--- src/core/bus_seq_consts.vh ---
`ifndef BUS_SEQ_CONSTS_VH
`define BUS_SEQ_CONSTS_VH
// interface type codes
`define IF_BASIC      2'h0
`define IF_BYTE_SRAM  2'h1
`define IF_BURST_ROM  2'h2
`define IF_MUX        2'h3
// state codes
`define ST_IDLE   4'h0
`define ST_ADDR   4'h1
`define ST_LEAD   4'h2
`define ST_FIRST  4'h3
`define ST_SECOND 4'h4
`define ST_PWAIT  4'h5
`define ST_XWAIT  4'h6
`define ST_THIRD  4'h7
`define ST_TRAIL  4'h8
`define ST_BURST  4'h9
// reset values
`define ENDIAN_RESET   8'h00
// address phase counter preloads: 2 or 3 states
`define ADDR_PRELOAD_SHORT 3'h1
`define ADDR_PRELOAD_LONG  3'h2
`endif

--- src/core/ext_bus_cycle_sequencer.v ---
`default_nettype none
`include "bus_seq_consts.vh"
module ext_bus_cycle_sequencer (
  input  wire        clk_sys,
  input  wire        sys_rst,
  input  wire        clk_en,
  input  wire        req_valid,
  input  wire [2:0]  req_area,
  input  wire        req_write,
  input  wire        req_word,
  input  wire [15:0] req_wdata,
  input  wire [5:0]  req_burst_count,
  input  wire [15:0] ext_rdata,
  input  wire        wait_pin_n,
  input  wire [15:0] area_if_type,
  input  wire [7:2]  area_little_endian_select,
  input  wire [7:0]  access_state_control_reg,
  input  wire [23:0] wait_count_reg,
  input  wire [7:0]  chip_select_assert_ctrl,
  input  wire [2:0]  burst_cycle_count_field,
  input  wire [7:0]  address_phase_extend_bit,
  input  wire [7:0]  bus_width_16,
  output reg         busy,
  output reg         done,
  output reg  [15:0] rdata,
  output reg  [3:0]  bus_state,
  output reg         cs_active,
  output reg         ext_data_oe_n,
  output reg  [15:0] ext_wdata,
  output reg  [7:0]  endian_control_reg
);
  reg  [3:0]  state;
  reg  [3:0]  next_state;
  reg  [2:0]  area;
  reg         wr;
  reg         word;
  reg  [15:0] wdat;
  reg  [5:0]  bursts_left;
  reg  [2:0]  cnt;
  reg         wait_s1;
  reg         wait_s2;
  reg  [1:0]  cur_if;
  reg         three_st;
  reg         lead_en;
  reg         trail_en;
  reg  [2:0]  pwaits;
  reg         swap;
  reg         wide;
  reg         last_state;
  reg  [15:0] rd_fix;
  reg  [2:0]  sel_area;
  reg         sel_wr;
  reg         sel_word;
  reg  [15:0] sel_wdat;
  reg         data_swap;
  reg  [15:0] next_ext_wdata;
  reg         next_data_oe_n;
  always @*
  begin
    // idle: decode the incoming request so its first data state is steered right
    sel_area = (state == `ST_IDLE) ? req_area : area;
    sel_wr   = (state == `ST_IDLE) ? req_write : wr;
    sel_word = (state == `ST_IDLE) ? req_word : word;
    sel_wdat = (state == `ST_IDLE) ? req_wdata : wdat;
    cur_if   = area_if_type[sel_area*2 +: 2];
    three_st = access_state_control_reg[sel_area];
    lead_en  = chip_select_assert_ctrl[sel_area];
    trail_en = chip_select_assert_ctrl[sel_area] && (cur_if != `IF_BURST_ROM);
    pwaits   = wait_count_reg[sel_area*3 +: 3];
    swap     = (sel_area >= 3'h2) && endian_control_reg[sel_area];
    wide     = (cur_if == `IF_BYTE_SRAM) ? 1'b1 : bus_width_16[sel_area];
    data_swap = swap && sel_word && wide;
    rd_fix   = data_swap ? {ext_rdata[7:0], ext_rdata[15:8]} : ext_rdata;
  end
  always @*
  begin
    next_state = state;
    last_state = 1'b0;
    case (state)
      `ST_IDLE:
        if (req_valid)
          next_state = (area_if_type[req_area*2 +: 2] == `IF_MUX) ? `ST_ADDR :
                       (chip_select_assert_ctrl[req_area] ? `ST_LEAD : `ST_FIRST);
      `ST_ADDR:
        if (cnt == 3'h0)
          next_state = lead_en ? `ST_LEAD : `ST_FIRST;
      `ST_LEAD:
        next_state = `ST_FIRST;
      `ST_FIRST:
        next_state = `ST_SECOND;
      `ST_SECOND:
        if (!three_st)
        begin
          if (cur_if == `IF_BURST_ROM && bursts_left != 6'h0)
            next_state = `ST_BURST;
          else if (trail_en)
            next_state = `ST_TRAIL;
          else
            last_state = 1'b1;
        end
        else if (pwaits != 3'h0)
          next_state = `ST_PWAIT;
        // pin reaches here two cycles late: pin waits need a lead state or a programmed wait ahead
        else if (wait_s2)
          next_state = `ST_XWAIT;
        else
          next_state = `ST_THIRD;
      `ST_PWAIT:
        if (cnt == 3'h0)
          next_state = wait_s2 ? `ST_XWAIT : `ST_THIRD;
      `ST_XWAIT:
        if (!wait_s2)
          next_state = `ST_THIRD;
      `ST_THIRD:
        if (cur_if == `IF_BURST_ROM && bursts_left != 6'h0)
          next_state = `ST_BURST;
        else if (trail_en)
          next_state = `ST_TRAIL;
        else
          last_state = 1'b1;
      `ST_TRAIL:
        last_state = 1'b1;
      `ST_BURST:
        if (cnt == 3'h0 && bursts_left == 6'h1)
          last_state = 1'b1;
      default:
        next_state = `ST_IDLE;
    endcase
    if (last_state)
      next_state = `ST_IDLE;
  end
  always @*
  begin
    // data lanes driven for writes in every state but idle and address, lead and trail included
    next_data_oe_n = ~(sel_wr && next_state != `ST_IDLE && next_state != `ST_ADDR);
    // lanes swap only for word transfers on a 16-bit little endian area
    next_ext_wdata = data_swap ? {sel_wdat[7:0], sel_wdat[15:8]} : sel_wdat;
  end
  always @(posedge clk_sys or posedge sys_rst)
  begin
    if (sys_rst)
    begin
      state <= `ST_IDLE;
      area <= 3'h0;
      wr <= 1'b0;
      word <= 1'b0;
      wdat <= 16'h0000;
      bursts_left <= 6'h00;
      cnt <= 3'h0;
      wait_s1 <= 1'b0;
      wait_s2 <= 1'b0;
      busy <= 1'b0;
      done <= 1'b0;
      rdata <= 16'h0000;
      bus_state <= `ST_IDLE;
      cs_active <= 1'b0;
      ext_data_oe_n <= 1'b1;
      ext_wdata <= 16'h0000;
      endian_control_reg <= `ENDIAN_RESET;
    end
    else if (clk_en)
    begin
      // wait pin is asynchronous, two stages before use
      // clock enable low holds the synchroniser too
      wait_s1 <= ~wait_pin_n;
      wait_s2 <= wait_s1;
      endian_control_reg <= {area_little_endian_select, 2'b00};
      state <= next_state;
      bus_state <= next_state;
      busy <= (next_state != `ST_IDLE);
      cs_active <= (next_state != `ST_IDLE) && (next_state != `ST_ADDR);
      done <= last_state;
      // requests are taken from idle only; one raised while busy waits
      if (state == `ST_IDLE && req_valid)
      begin
        area <= req_area;
        wr <= req_write;
        word <= req_word;
        wdat <= req_wdata;
        bursts_left <= req_burst_count;
        // address phase counter preload: 2 or 3 states
        cnt <= address_phase_extend_bit[req_area] ? `ADDR_PRELOAD_LONG : `ADDR_PRELOAD_SHORT;
      end
      else if (next_state == `ST_PWAIT && state != `ST_PWAIT)
        cnt <= pwaits - 3'h1;
      else if (next_state == `ST_BURST && state != `ST_BURST)
        cnt <= burst_cycle_count_field;
      // each burst access reloads its length
      else if (state == `ST_BURST && cnt == 3'h0)
      begin
        cnt <= burst_cycle_count_field;
        bursts_left <= bursts_left - 6'h01;
      end
      else if (cnt != 3'h0)
        cnt <= cnt - 3'h1;
      ext_data_oe_n <= next_data_oe_n;
      ext_wdata <= next_ext_wdata;
      if (!wr && (last_state || (state == `ST_BURST && cnt == 3'h0)))
        rdata <= rd_fix;
    end
  end
endmodule // ext_bus_cycle_sequencer
`default_nettype wire

--- config.mk ---
export PLATFORM = sky130hd
export DESIGN_NAME = ext_bus_cycle_sequencer
export DESIGN_NICKNAME = d
export VERILOG_FILES = /design/src/core/ext_bus_cycle_sequencer.v
export VERILOG_INCLUDE_DIRS = /design/src /design/src/core
export SDC_FILE = /design/constraint.sdc
export NUM_CORES = 1
export LEC_CHECK = 0
export BUFFER_PORTS_ARGS = -buffer_cell sky130_fd_sc_hd__buf_4
export CAP_MARGIN = 15
export CORE_MARGIN = 2
export CORE_UTILIZATION = 35
export CTS_BUF_LIST = sky130_fd_sc_hd__clkbuf_16
export DETAILED_ROUTE_END_ITERATION = 10
export GPL_ROUTABILITY_DRIVEN = 1
export GPL_TIMING_DRIVEN = 0
export PLACE_DENSITY_LB_ADDON = 0.2
export SLEW_MARGIN = 20
export SYNTH_ARGS = -nofsm -noshare
export SYNTH_HDL_FRONTEND = slang
export SYNTH_SLANG_ARGS = --single-unit
export TNS_END_PERCENT = 50
--- constraint.sdc ---
create_clock -name clk_sys -period 5.4 [get_ports clk_sys]
set_input_delay 0.54 -clock clk_sys [delete_from_list [all_inputs] [get_ports clk_sys]]
set_output_delay 0.54 -clock clk_sys [all_outputs]
set_load 0.01 [all_outputs]
* After elaboration in Yosys (flattened, before gate mapping)
Index checks and enable logic that the tools add are counted.
** Operators by class
- Add/subtract/negate cells :: 3
- $mul :: 1
- Magnitude comparators :: 3
- Equal/unequal tests :: 21
- Shifts and indexed selects :: 3
- Mux-type cells :: 48
- Bitwise logic cells :: 2
- Reductions and logical operators :: 29
** Operator list (count)
- $mux W16 :: 3
- $pmux W4 S9 :: 1
- $mux W4 :: 8
- $shiftx A16 B5 Y2 :: 2
- $mux W6 :: 4
- $shiftx A24 B6 Y3 :: 1
- $eq A4 B3 Y1 const B :: 5
- $bmux W1 S3 :: 6
- $mux W3 :: 6
- $mux W1 :: 16
- $logic_and A1 B1 Y1 :: 14
- $eq A4 B4 Y1 const B :: 3
- $eq A4 B2 Y1 const B :: 2
- $lt A3 B4 Y1 const B :: 2
- $eq A6 B1 Y1 const B :: 1
- $mux W2 :: 3
- $ne A2 B2 Y1 const B :: 3
- $reduce_and A2 Y1 :: 3
- $reduce_bool A3 Y1 :: 2
- $reduce_bool A6 Y1 :: 1
- $sub A3 B1 Y3 const B :: 2
- $sub A6 B1 Y6 const B :: 1
- $mul A3 B2 Y5 const B :: 1
- $reduce_bool A5 Y1 :: 1
- other kinds (17) :: 19
** Storage, ports and cells
- Bits in registers :: 78
- Output and inout port bits :: 48
- Word-level logic and storage cells :: 126

* Logic depth before layout (Yosys ltp)
Gate-level depths: netlist (run 1).
- Depth after elaboration :: 15
- Depth in mapped cells :: 19

* Least setup slack after synthesis (run 1)
Ideal clock, no wire load.
- Path type :: reg-to-reg
- From :: reg state[3]
- To :: reg cnt[1]
- Setup time :: 0.126 ns
- Arrival :: 4.134 ns
- Data required time :: 5.274 ns
- Slack :: 1.140 ns
- Cell stages (with the launch flop) :: 19
- Path buffers :: 2
- Cell sequence :: dfrtp_1 > nor4_4 > buf_4 > mux2i_1 > clkbuf_1 > nand2_1 > and3_1 > a311oi_1 > a31oi_1 > ha_1 > ha_1 > inv_1 > nor2_1 > a21oi_1 > o21ai_0 > nor4_1 > nand2_1 > and4_1 > o32a_1
** Between the ends
- Cells in the longest elaborated chain, start to end :: 15
** Ends and longest elaborated chain
- from (decl) :: line ext_bus_cycle_sequencer.v:32 : reg [3:0] state;
- from (signal assigned) :: line ext_bus_cycle_sequencer.v:143 : state <= `ST_IDLE;
- from (signal assigned) :: line ext_bus_cycle_sequencer.v:168 : state <= next_state;
- parallel branches: the longest is 15 deep, another holds $mul A3 B2 Y5
- to (signal assigned) :: line ext_bus_cycle_sequencer.v:185 : cnt <= pwaits - 3'h1;
- to (signal assigned) :: line ext_bus_cycle_sequencer.v:187 : cnt <= burst_cycle_count_field;
- to (signal assigned) :: line ext_bus_cycle_sequencer.v:191 : cnt <= burst_cycle_count_field;
- to (decl) :: line ext_bus_cycle_sequencer.v:39 : reg [2:0] cnt;
Parallel ways; which one is timed is not known. The select of a mux whose other input is x is not followed.
A chain may end at the register's enable or synchronous reset.

* Final worst setup path (run 1)
- From :: reg state[2]
- To :: reg cnt[1]
The elaborated chain is that of the path after synthesis.

==> run metrics, run 1 <==
status finished clean; num rows 45; Post-synth EDFFs 0; Final setup viols 0; fin. max-slew vios 0; Crit. End Element flop; startpoint types flop; Reg clk slew, reported paths 0.06 ns; Post-Syn Area per Cell 9.72 sq um; Max Fclk 0.214 GHz; register area share after synthesis 0.356; Tot GR Track Use 0.206; top_reg_cell synth dfrtp_1; H-tree depth 3; core area 15300 sq um; worst reg2reg startpoint state[2]; worst vdd ir 249 uV; Fin Setup TNS 0 ns; CTS Sinks 78; Worst-Skew Late Latency 0.34 ns; grt ovf 0; Max clock buf depth 2; largest net degree at the start of global routing 48; Pleak 3.23 nW; Post-Synthesis Cells 565; mapped cell area 5490 sq um; DPL Wire Length 13.0 mm; vias in the first global route 5223; Final WS setup 0.724 ns; relative slew slack 0.412; Via density 5.29; maxcap violations 0; final hold vios 0; critical path type reg -> reg; CTS tree built; Iteration-0 DRC Markers 199; Worst Max-Slew Pin Slew 0.882 ns; yosys warns 0; Starting Density 0.360; Die Area 16700 sq um; number of diodes 0; Clock Root Buffer clkbuf_16; Die Wd 129 microns; RSZ-0062 raised after global routing false; TritonRoute pass-1 iters 6; WL final 17.0 mm; total CTS buffers 9; WP data arrival 4.90 ns; Yosys reg bits 78; I/O Pins 177; Worst Hold Slack 0.283 ns; RD Place Congestion 0.893; Layout area overhead 34.8%; Post-synth ARST share 1.00; worst min path class in -> async; P per Cell Area 542 nW/um^2; Tcrit/Tclk final 0.866; via count 5111; Layout Skew 0.00597 ns; Die Ht 129 microns; Layout Utilization 0.485; NumNets Final 886; Req. time, crit path 5.62 ns; routed wire length per instance 17.6 microns; share of cells above drive strength 1 0.364; crit path from state[2]; antenna violations before repair 0; Residual DRC 0; Final ANT Viol Nets 0; critical path fanouts, max 10; Yosys cell types 60; Largest regs ext_wdata: 16 flops, rdata: 16 flops, wdat: 16 flops; pre-CTS setup slack 0.177 ns; PortBufs 171; Period minus WS final 4.68 ns; Post-CTS Hold Fix Bufs 0; first-pass GRT wire length 27.0 mm
layout make-up:
type	instances	area, sq um
multi-input cells	436	3340
plain buffers	39	174
inverters	13	51.3
clock inverters	7	88.8
flip-flops and latches	78	1950
clock buffers	9	225
fillers	1502	7860
well taps	211	264
repair buffers	173	1310
cell usage after synthesis, types with 8 or more instances:
library cell	number	area [sq um]
inv_1	13	48.8
nand2_1	55	206
mux2_2	51	574
buf_2	13	65.1
nand3b_1	10	75.1
a31oi_1	8	50.1
mux2i_1	83	831
mux4_2	8	180
dfrtp_1	77	1930
o21ai_0	21	105
nand3_1	14	70.1
and3_1	8	50.1
a211oi_1	8	60.1
nor2_1	39	146
a21oi_1	32	160
clkbuf_1	17	63.8
layer usage:
layer  track usage  wire (microns)  up-vias  share of wire
met1         0.259            7320     2455           0.43
met4        0.0652             270        0          0.016
li1              -               -     2455              -
met3        0.0409            1280       18          0.075
met5             0               0        -              0
met2         0.357            8170      183           0.48
final timing paths:
check	end	slack [ns]	depth (start not counted)
hold reg to reg	word	0.51	1
hold / removal	cnt[2]	0.28	2
max in group asynchronous	ext_data_oe_n	4.47	3
setup reg to reg	cnt[1]	0.72	18
setup / recovery	cnt[1]	0.72	18
min in group clk_sys	wait_s1	0.36	2
worst max-delay path, stage by stage, from the launching register on:
cell	delay (ns)
dfrtp_1	0.40
buf_2	0.19
nor4_4	0.28
buf_4	0.24
mux2i_1	0.38
clkbuf_1	0.39
and3_1	0.22
a311oi_1	0.05
a31oi_1	0.30
ha_1	0.21
ha_1	0.19
nand2_1	0.07
mux2i_1	0.14
a211oi_1	0.08
or4_1	0.53
buf_2	0.17
a21o_1	0.17
and4_1	0.19
o32a_1	0.33
metrics by stage:
step                      total power [W]  cells  instance area [sq um]
after floorplan                   0.00259    566                   5500
after global placement            0.00331    948                   7040
after detailed placement          0.00336    949                   7070
after CTS                         0.00404    965                   7380
after global routing              0.00435    966                   7400
final                             0.00401    966                   7400
cells by family (layout without fill, tap and decap cells):
logic type                 Yosys count  after routing  synth area share
muxes                              144            144             0.294
xor gates and xnor gates             1              1           0.00159
other                                1              2          0.000683
AOI/OAI and AO/OA                  106            106             0.128
and+or+nand+nor                    176            176             0.164
DFF                                 78             78             0.356
buffers and inverters               52            241            0.0405
adders and majority gates            7              7            0.0159
report_power, final:
group	leakage, nW	switching [W]	total [W]	internal (W)
clock network	0.150	0.000249	0.000650	0.000401
registers	0.929	0.000204	0.00106	0.000854
logic	2.15	0.00121	0.00230	0.00110
total	3.23	0.00166	0.00401	0.00235
what timing repair did:
item                       in CTS  in global routing
gates resized for setup         0                  2
setup endpoints to repair       0                  3
setup buffers                   0                  1
placed cells by master, fill, tap and decap left out, drive strengths merged, types with 7 or more instances in the layout:
cell    count
buf       195
mux2i      83
dfrtp      77
nand2      55
mux2       53
nor2       39
a21oi      32
clkbuf     26
o21ai      22
nand3      14
inv        13
nand3b     10
a211oi      9
a31oi       8
mux4        8
and3        8
nand2b      7
nor2b       7
nor3        7
ha          7
Power figures use the tool's default switching activity.
==> run 2: changes to the inputs <==
--- a/config.mk
+++ b/config.mk
@@ -6,6 +6,7 @@
 export SDC_FILE = /design/constraint.sdc
 export NUM_CORES = 1
 export LEC_CHECK = 0
+export ABC_AREA = 1
 export BUFFER_PORTS_ARGS = -buffer_cell sky130_fd_sc_hd__buf_4
 export CAP_MARGIN = 15
 export CORE_MARGIN = 2
==> run metrics, run 2 <==
status finished clean; RSZ-0062 raised after global routing false; Synth area leaders dfrtp_1 (37%), nand2_1 (14%), o21ai_0 (7.4%), inv_1 (6.3%), nand3_1 (5.5%); share of cells above drive strength 1 0.249 (-0.115); area leader, netlist dfrtp_1; final hold vios 0 (unchanged); Post-synth top cells nand2_1 (188), inv_1 (87), dfrtp_1 (77), o21ai_0 (77), nor2_1 (63); Reg clk slew, reported paths 0.06 ns (about the same); yosys warns 0 (unchanged); setup bufs post-CTS 0 (unchanged); Post-synth EDFFs 0 (unchanged); Layout Skew 0.00788 ns (+0.00191 ns); via count 5582 (+9.2%); CTS Sinks 78 (unchanged); Worst R2R Setup Slack 1.58 ns (+0.85 ns); Pleak 3.61 nW (+12%); Resized Gates After CTS 0 (unchanged); Post-Syn Area per Cell 7.01 sq um (-28%); P per Cell Area 558 nW/um^2 (+2.9%); NumNets Final 1063 (+20%); grt ovf 0 (unchanged); vias in the first global route 5403 (+3.4%); Post-synth ARST share 1.00 (unchanged); CTS tree built; top cell type's share of synthesized area 0.370 (+0.0190); critical path type reg -> reg; Yosys cell types 41 (-32%); Post-CTS Hold Fix Bufs 0 (unchanged); critical path fanouts, max 10 (unchanged); GR met3 Demand/Resource 0.0527 (+0.0118); register area share after synthesis 0.375 (+0.0192); Fin Setup TNS 0 ns (unchanged); antenna violations before repair 0 (unchanged); fin. max-slew vios 0 (unchanged); Final setup viols 0 (unchanged); Worst Max-Slew Pin Slew 0.548 ns (-0.334 ns); worst min path class in -> async; I/O Pins 177 (unchanged); Worst-Skew Late Latency 0.34 ns (about the same); Period minus WS final 3.82 ns (-0.852 ns); Residual DRC 0 (unchanged); first-pass GRT wire length 26.7 mm (-0.97%); worst vdd ir 267 uV (+7.1%); busiest grt layer met2; worst reg2reg startpoint state[3]; top_reg_cell synth dfrtp_1; Die Area 15900 sq um (-5.0%); met1 Use GR 0.276 (+0.0175); Via density 5.00 (-5.5%); core area 14500 sq um (-4.7%); Starting Density 0.359 (-0.00143); PortBufs 171 (unchanged); total CTS buffers 9 (unchanged); maxcap violations 0 (unchanged); Iteration-0 DRC Markers 279 (+40%); most common cell after layout, fill and taps aside nand2_1; num rows 44 (-2.2%); Die Ht 126 microns (-2.5%); Layout area overhead 35.3%; count leader, synth nand2_1; Clock Root Buffer clkbuf_16; Crit. End Element flop; Post-Synthesis Cells 743 (+32%); DPL Wire Length 12.6 mm (-3.2%); RD Place Congestion 0.896 (+0.39%); largest net degree at the start of global routing 46 (-4.2%); relative slew slack 0.635 (+0.223); startpoint types flop; H-tree depth 3 (unchanged); Tcrit/Tclk final 0.708 (-0.158); Max clock buf depth 2 (unchanged); routed wire length per instance 14.8 microns (-16%); number of diodes 0 (unchanged); most frequent cells in the layout nand2_1 (188), buf_4 (175), inv_1 (87); Req. time, crit path 5.68 ns (+0.06 ns); Final ANT Viol Nets 0 (unchanged); met2 Use GR 0.336 (-0.0208); mapped cell area 5210 sq um (-5.1%); TritonRoute pass-1 iters 5 (-1); Filler cells 1527 (+1.7%); WL final 16.5 mm (-3.1%); Total Power 0.00393 W (-2.0%); Die Wd 126 microns (-2.5%); WP data arrival 4.10 ns (-0.80 ns); r2r endpoint cnt[0]; Largest regs ext_wdata: 16 flops, rdata: 16 flops, wdat: 16 flops; FF-to-FF path depth 25 (+7); Yosys reg bits 78 (unchanged); Max Fclk 0.262 GHz (+22%); Tot GR Track Use 0.208 (+0.00167)
[run 2: cell count changes after synthesis, sizes merged, moves of 11 or more]
cell,delta
a21oi,+11
a22o,+16
inv,+75
mux2,-53
mux2i,-83
nand2,+144
nand3,+47
nor2,+28
o211ai,+21
o21ai,+63
[run 2: final cells by class]
type | count | area, sq um | area share
Timing Repair Buffer | 172 | 1310 | 0.186
Multi-Input combinational cell | 538 | 2730 | 0.387
Tap cell | 184 | 230 | 0.0327
Clock buffer | 9 | 225 | 0.0319
Sequential cell | 78 | 1950 | 0.277
Buffer | 39 | 201 | 0.0286
Inverter | 89 | 337 | 0.0477
Clock inverter | 7 | 65.1 | 0.00923
[run 2: per-stage QoR]
stage	utilization	instances	area, sq um	hold slack [ns]	setup slack (ns)
5_1_grt	0.485	1116	7050	0.250	1.22
6_report	0.485	1116	7050	0.217	1.58
3_5_place_dp	0.465	1100	6760	0.469	1.55
3_3_place_gp	0.463	1099	6730	0.465	1.56
2_1_floorplan	-	744	5220	0.449	2.31
4_1_cts	0.485	1116	7050	0.231	1.61
[run 2: worst max-delay path: stages (launching register included)]
cell and delay (ns):
dfrtp_1 0.49, nor2_4 0.24, nand3_1 0.19, nand2_2 0.16, buf_4 0.20, clkbuf_1 0.35
o21ai_0 0.13, o221ai_1 0.20, o21ai_0 0.21, ha_1 0.26, ha_1 0.19, inv_1 0.05
nor2_1 0.06, nand2_1 0.06, nand2_1 0.05, inv_1 0.06, nand2_1 0.07, nand2_1 0.12
nand4_2 0.16, nand2_1 0.10, inv_1 0.05, nand2_2 0.06, nand2_2 0.08, nor2_1 0.10
nand2_1 0.06, nand2_1 0.06
[run 2: where the power goes]
part	internal (W)	switching [W]	leakage, nW
clock	0.000355	0.000244	0.148
combinational	0.000910	0.00140	2.55
sequential	0.000842	0.000178	0.919
total	0.00211	0.00182	3.61
[run 2: worst max path at each step]
stage                  end  cells past startpoint  slack [ns]   startpoint
global placement    cnt[0]                     26        1.56  req_area[0]
global route        cnt[0]                     25        1.22     state[1]
floorplan           cnt[0]                     25        2.31     state[3]
detailed placement  cnt[0]                     26        1.55  req_area[0]
finish              cnt[0]                     25        1.58     state[3]
CTS                 cnt[0]                     25        1.61     state[3]
[run 2: per-layer routing]
layer | wire length (microns) | share of wire
met5 | 0 | 0
met4 | 323 | 0.020
met3 | 1230 | 0.074
met2 | 7600 | 0.46
met1 | 7360 | 0.45
[run 2: cell families after synthesis]
family | share of synthesized area
AO/OA/AOI/OAI | 0.214
XOR/XNOR | 0.00504
adder cells (fa/ha/maj) | 0.0168
buffers and inverters | 0.103
flip-flops | 0.375
other | 0.000720
AND/OR/NAND/NOR | 0.286
==> run 3: changes to the inputs <==
==> constraint.sdc (replaced) <==
create_clock -name clk_sys -period 3.5 [get_ports clk_sys]
set_input_delay 0.35 -clock clk_sys [delete_from_list [all_inputs] [get_ports clk_sys]]
set_output_delay 0.35 -clock clk_sys [all_outputs]
set_load 0.01 [all_outputs]
==> run metrics, run 3 (synthesized netlist as in run 2, its figures left out) <==
Tot GR Track Use 0.208 (+0.000360); worst reg2reg startpoint state[3]; Req. time, crit path 3.78 ns (-1.90 ns); Starting Density 0.359 (unchanged); first-pass GRT wire length 26.8 mm (+0.16%); number of diodes 0 (unchanged); Worst-Skew Late Latency 0.34 ns (about the same); Via density 5.02 (+0.34%); Die Ht 126 microns (unchanged); Reg clk slew, reported paths 0.06 ns (about the same); core area 14500 sq um (unchanged); Max clock buf depth 2 (unchanged); vias in the first global route 5417 (+0.26%); WP data arrival 3.56 ns (-0.54 ns); Max Fclk 0.305 GHz (+16%); worst vdd ir 412 uV (+55%); final hold vios 0 (unchanged); Iteration-0 DRC Markers 323 (+16%); Worst Max-Slew Pin Slew 0.542 ns (-0.00578 ns); Placed Cells 1100 (unchanged); critical path type reg -> reg; Final WS setup 0.218 ns (-1.36 ns); Crit. End Element flop; post-route cell area 7210 sq um (+2.2%); post-route insts no fill 1127 (+0.99%); routed wire length per instance 14.8 microns (+0.25%); relative slew slack 0.639 (+0.00385); largest net degree at the start of global routing 46 (unchanged); Die Wd 126 microns (unchanged); CTS tree built; Fin Setup TNS 0 ns (unchanged); pre-CTS setup slack -0.265 ns (-1.82 ns); antenna violations before repair 0 (unchanged); Worst Hold Slack 0.0286 ns (-0.188 ns); DPL Wire Length 12.6 mm (unchanged); CTS Sinks 78 (unchanged); placed cell area 6760 sq um (unchanged); Residual DRC 0 (unchanged); status finished clean; critical path fanouts, max 10 (unchanged); num rows 44 (unchanged); Pleak 3.69 nW (+2.0%); most common cell after layout, fill and taps aside buf_4; Layout area overhead 38.3%; most frequent cells in the layout buf_4 (188), nand2_1 (187), inv_1 (87); TritonRoute pass-1 iters 5 (unchanged); worst min path class in -> async; RD Place Congestion 0.896 (unchanged); fin. max-slew vios 0 (unchanged); share of cells above drive strength 1 0.269 (+0.0204); via count 5656 (+1.3%); Layout Skew 0.00722 ns (-0.000661 ns); r2r endpoint cnt[0]; Worst R2R Setup Slack 0.22 ns (-1.36 ns); H-tree depth 3 (unchanged); grt ovf 0 (unchanged); Largest regs ext_wdata: 16 flops, rdata: 16 flops, wdat: 16 flops; Tcrit/Tclk final 0.938 (+0.230); Period minus WS final 3.28 ns (-0.542 ns); I/O Pins 177 (unchanged); total CTS buffers 9 (unchanged); Clock Root Buffer clkbuf_16; PortBufs 171 (unchanged); startpoint types flop; Final ANT Viol Nets 0 (unchanged); NumNets Final 1074 (+1.0%); Post-CTS Hold Fix Bufs 0 (unchanged); WL final 16.7 mm (+1.2%); Die Area 15900 sq um (unchanged); maxcap violations 0 (unchanged); FF-to-FF path depth 25 (unchanged); Final setup viols 0 (unchanged); P per Cell Area 867 nW/um^2 (+55%)
[run 3: changes by cell type in the layout (fill, tap and decap cells not counted), moves of 3 or more]
cell	change
buf_2	-3
buf_4	+13
dfrtp_1	-4
dfrtp_2	+4
nand2_4	+3
o21ai_0	-4
o21ai_1	+3
[run 3: report_power, final]
part	internal, W	total, W	switching (W)
Sequential	0.00130	0.00156	0.000260
Clock	0.000548	0.000921	0.000373
Combinational	0.00152	0.00376	0.00224
[run 3: how the worst max path moves through the flow]
stage,from,end
after floorplan,state[3],cnt[0]
after global placement,state[1],cnt[0]
after detailed placement,state[1],cnt[0]
after CTS,state[3],cnt[0]
after global routing,state[3],cnt[2]
final,state[3],cnt[0]
[run 3: worst max-delay path: stages, from the launching register on]
cell and delay, ns:
dfrtp_2 0.44, nor2_4 0.20, nand3_2 0.15, nand2_2 0.15, buf_6 0.16, buf_4 0.17
o21ai_0 0.08, o221ai_1 0.25, o21ai_2 0.12, ha_1 0.21, ha_1 0.19, inv_1 0.06
nor2_2 0.05, nand2_1 0.05, nand2_1 0.05, inv_1 0.06, nand2_1 0.08, nand2_2 0.11
nand3_2 0.09, nor2_4 0.14, nor2_1 0.07, nand2_2 0.07, nand2_4 0.06, nor2_1 0.09
nand2_1 0.06, nand2_1 0.06
[run 3: cell type report]
type,instances,area [sq um]
clock inverters,7,65.1
inverters,89,337
multi-input cells,538,2780
repair buffers,184,1400
plain buffers,38,213
well taps,184,230
flip-flops and latches,78,1960
clock buffers,9,225
fillers,1507,7330
[run 3: per-layer routing]
metal,GRT usage,wire [microns]
met5,0,0
met4,0.0595,314
met3,0.0527,1290
met2,0.337,7770
met1,0.276,7340
[run 3: per-stage QoR]
stage,power (W),utilization
2_1_floorplan,0.00395,-
3_3_place_gp,0.00512,0.463
3_5_place_dp,0.00515,0.465
4_1_cts,0.00614,0.487
5_1_grt,0.00683,0.496
6_report,0.00625,0.496
[run 3: repair_timing]
action	in CTS	in global routing
pin swaps	2	4
buffers inserted	2	10
endpoints found under the hold margin	0	0
gates resized for setup	6	23
endpoints found under the setup margin	3	3
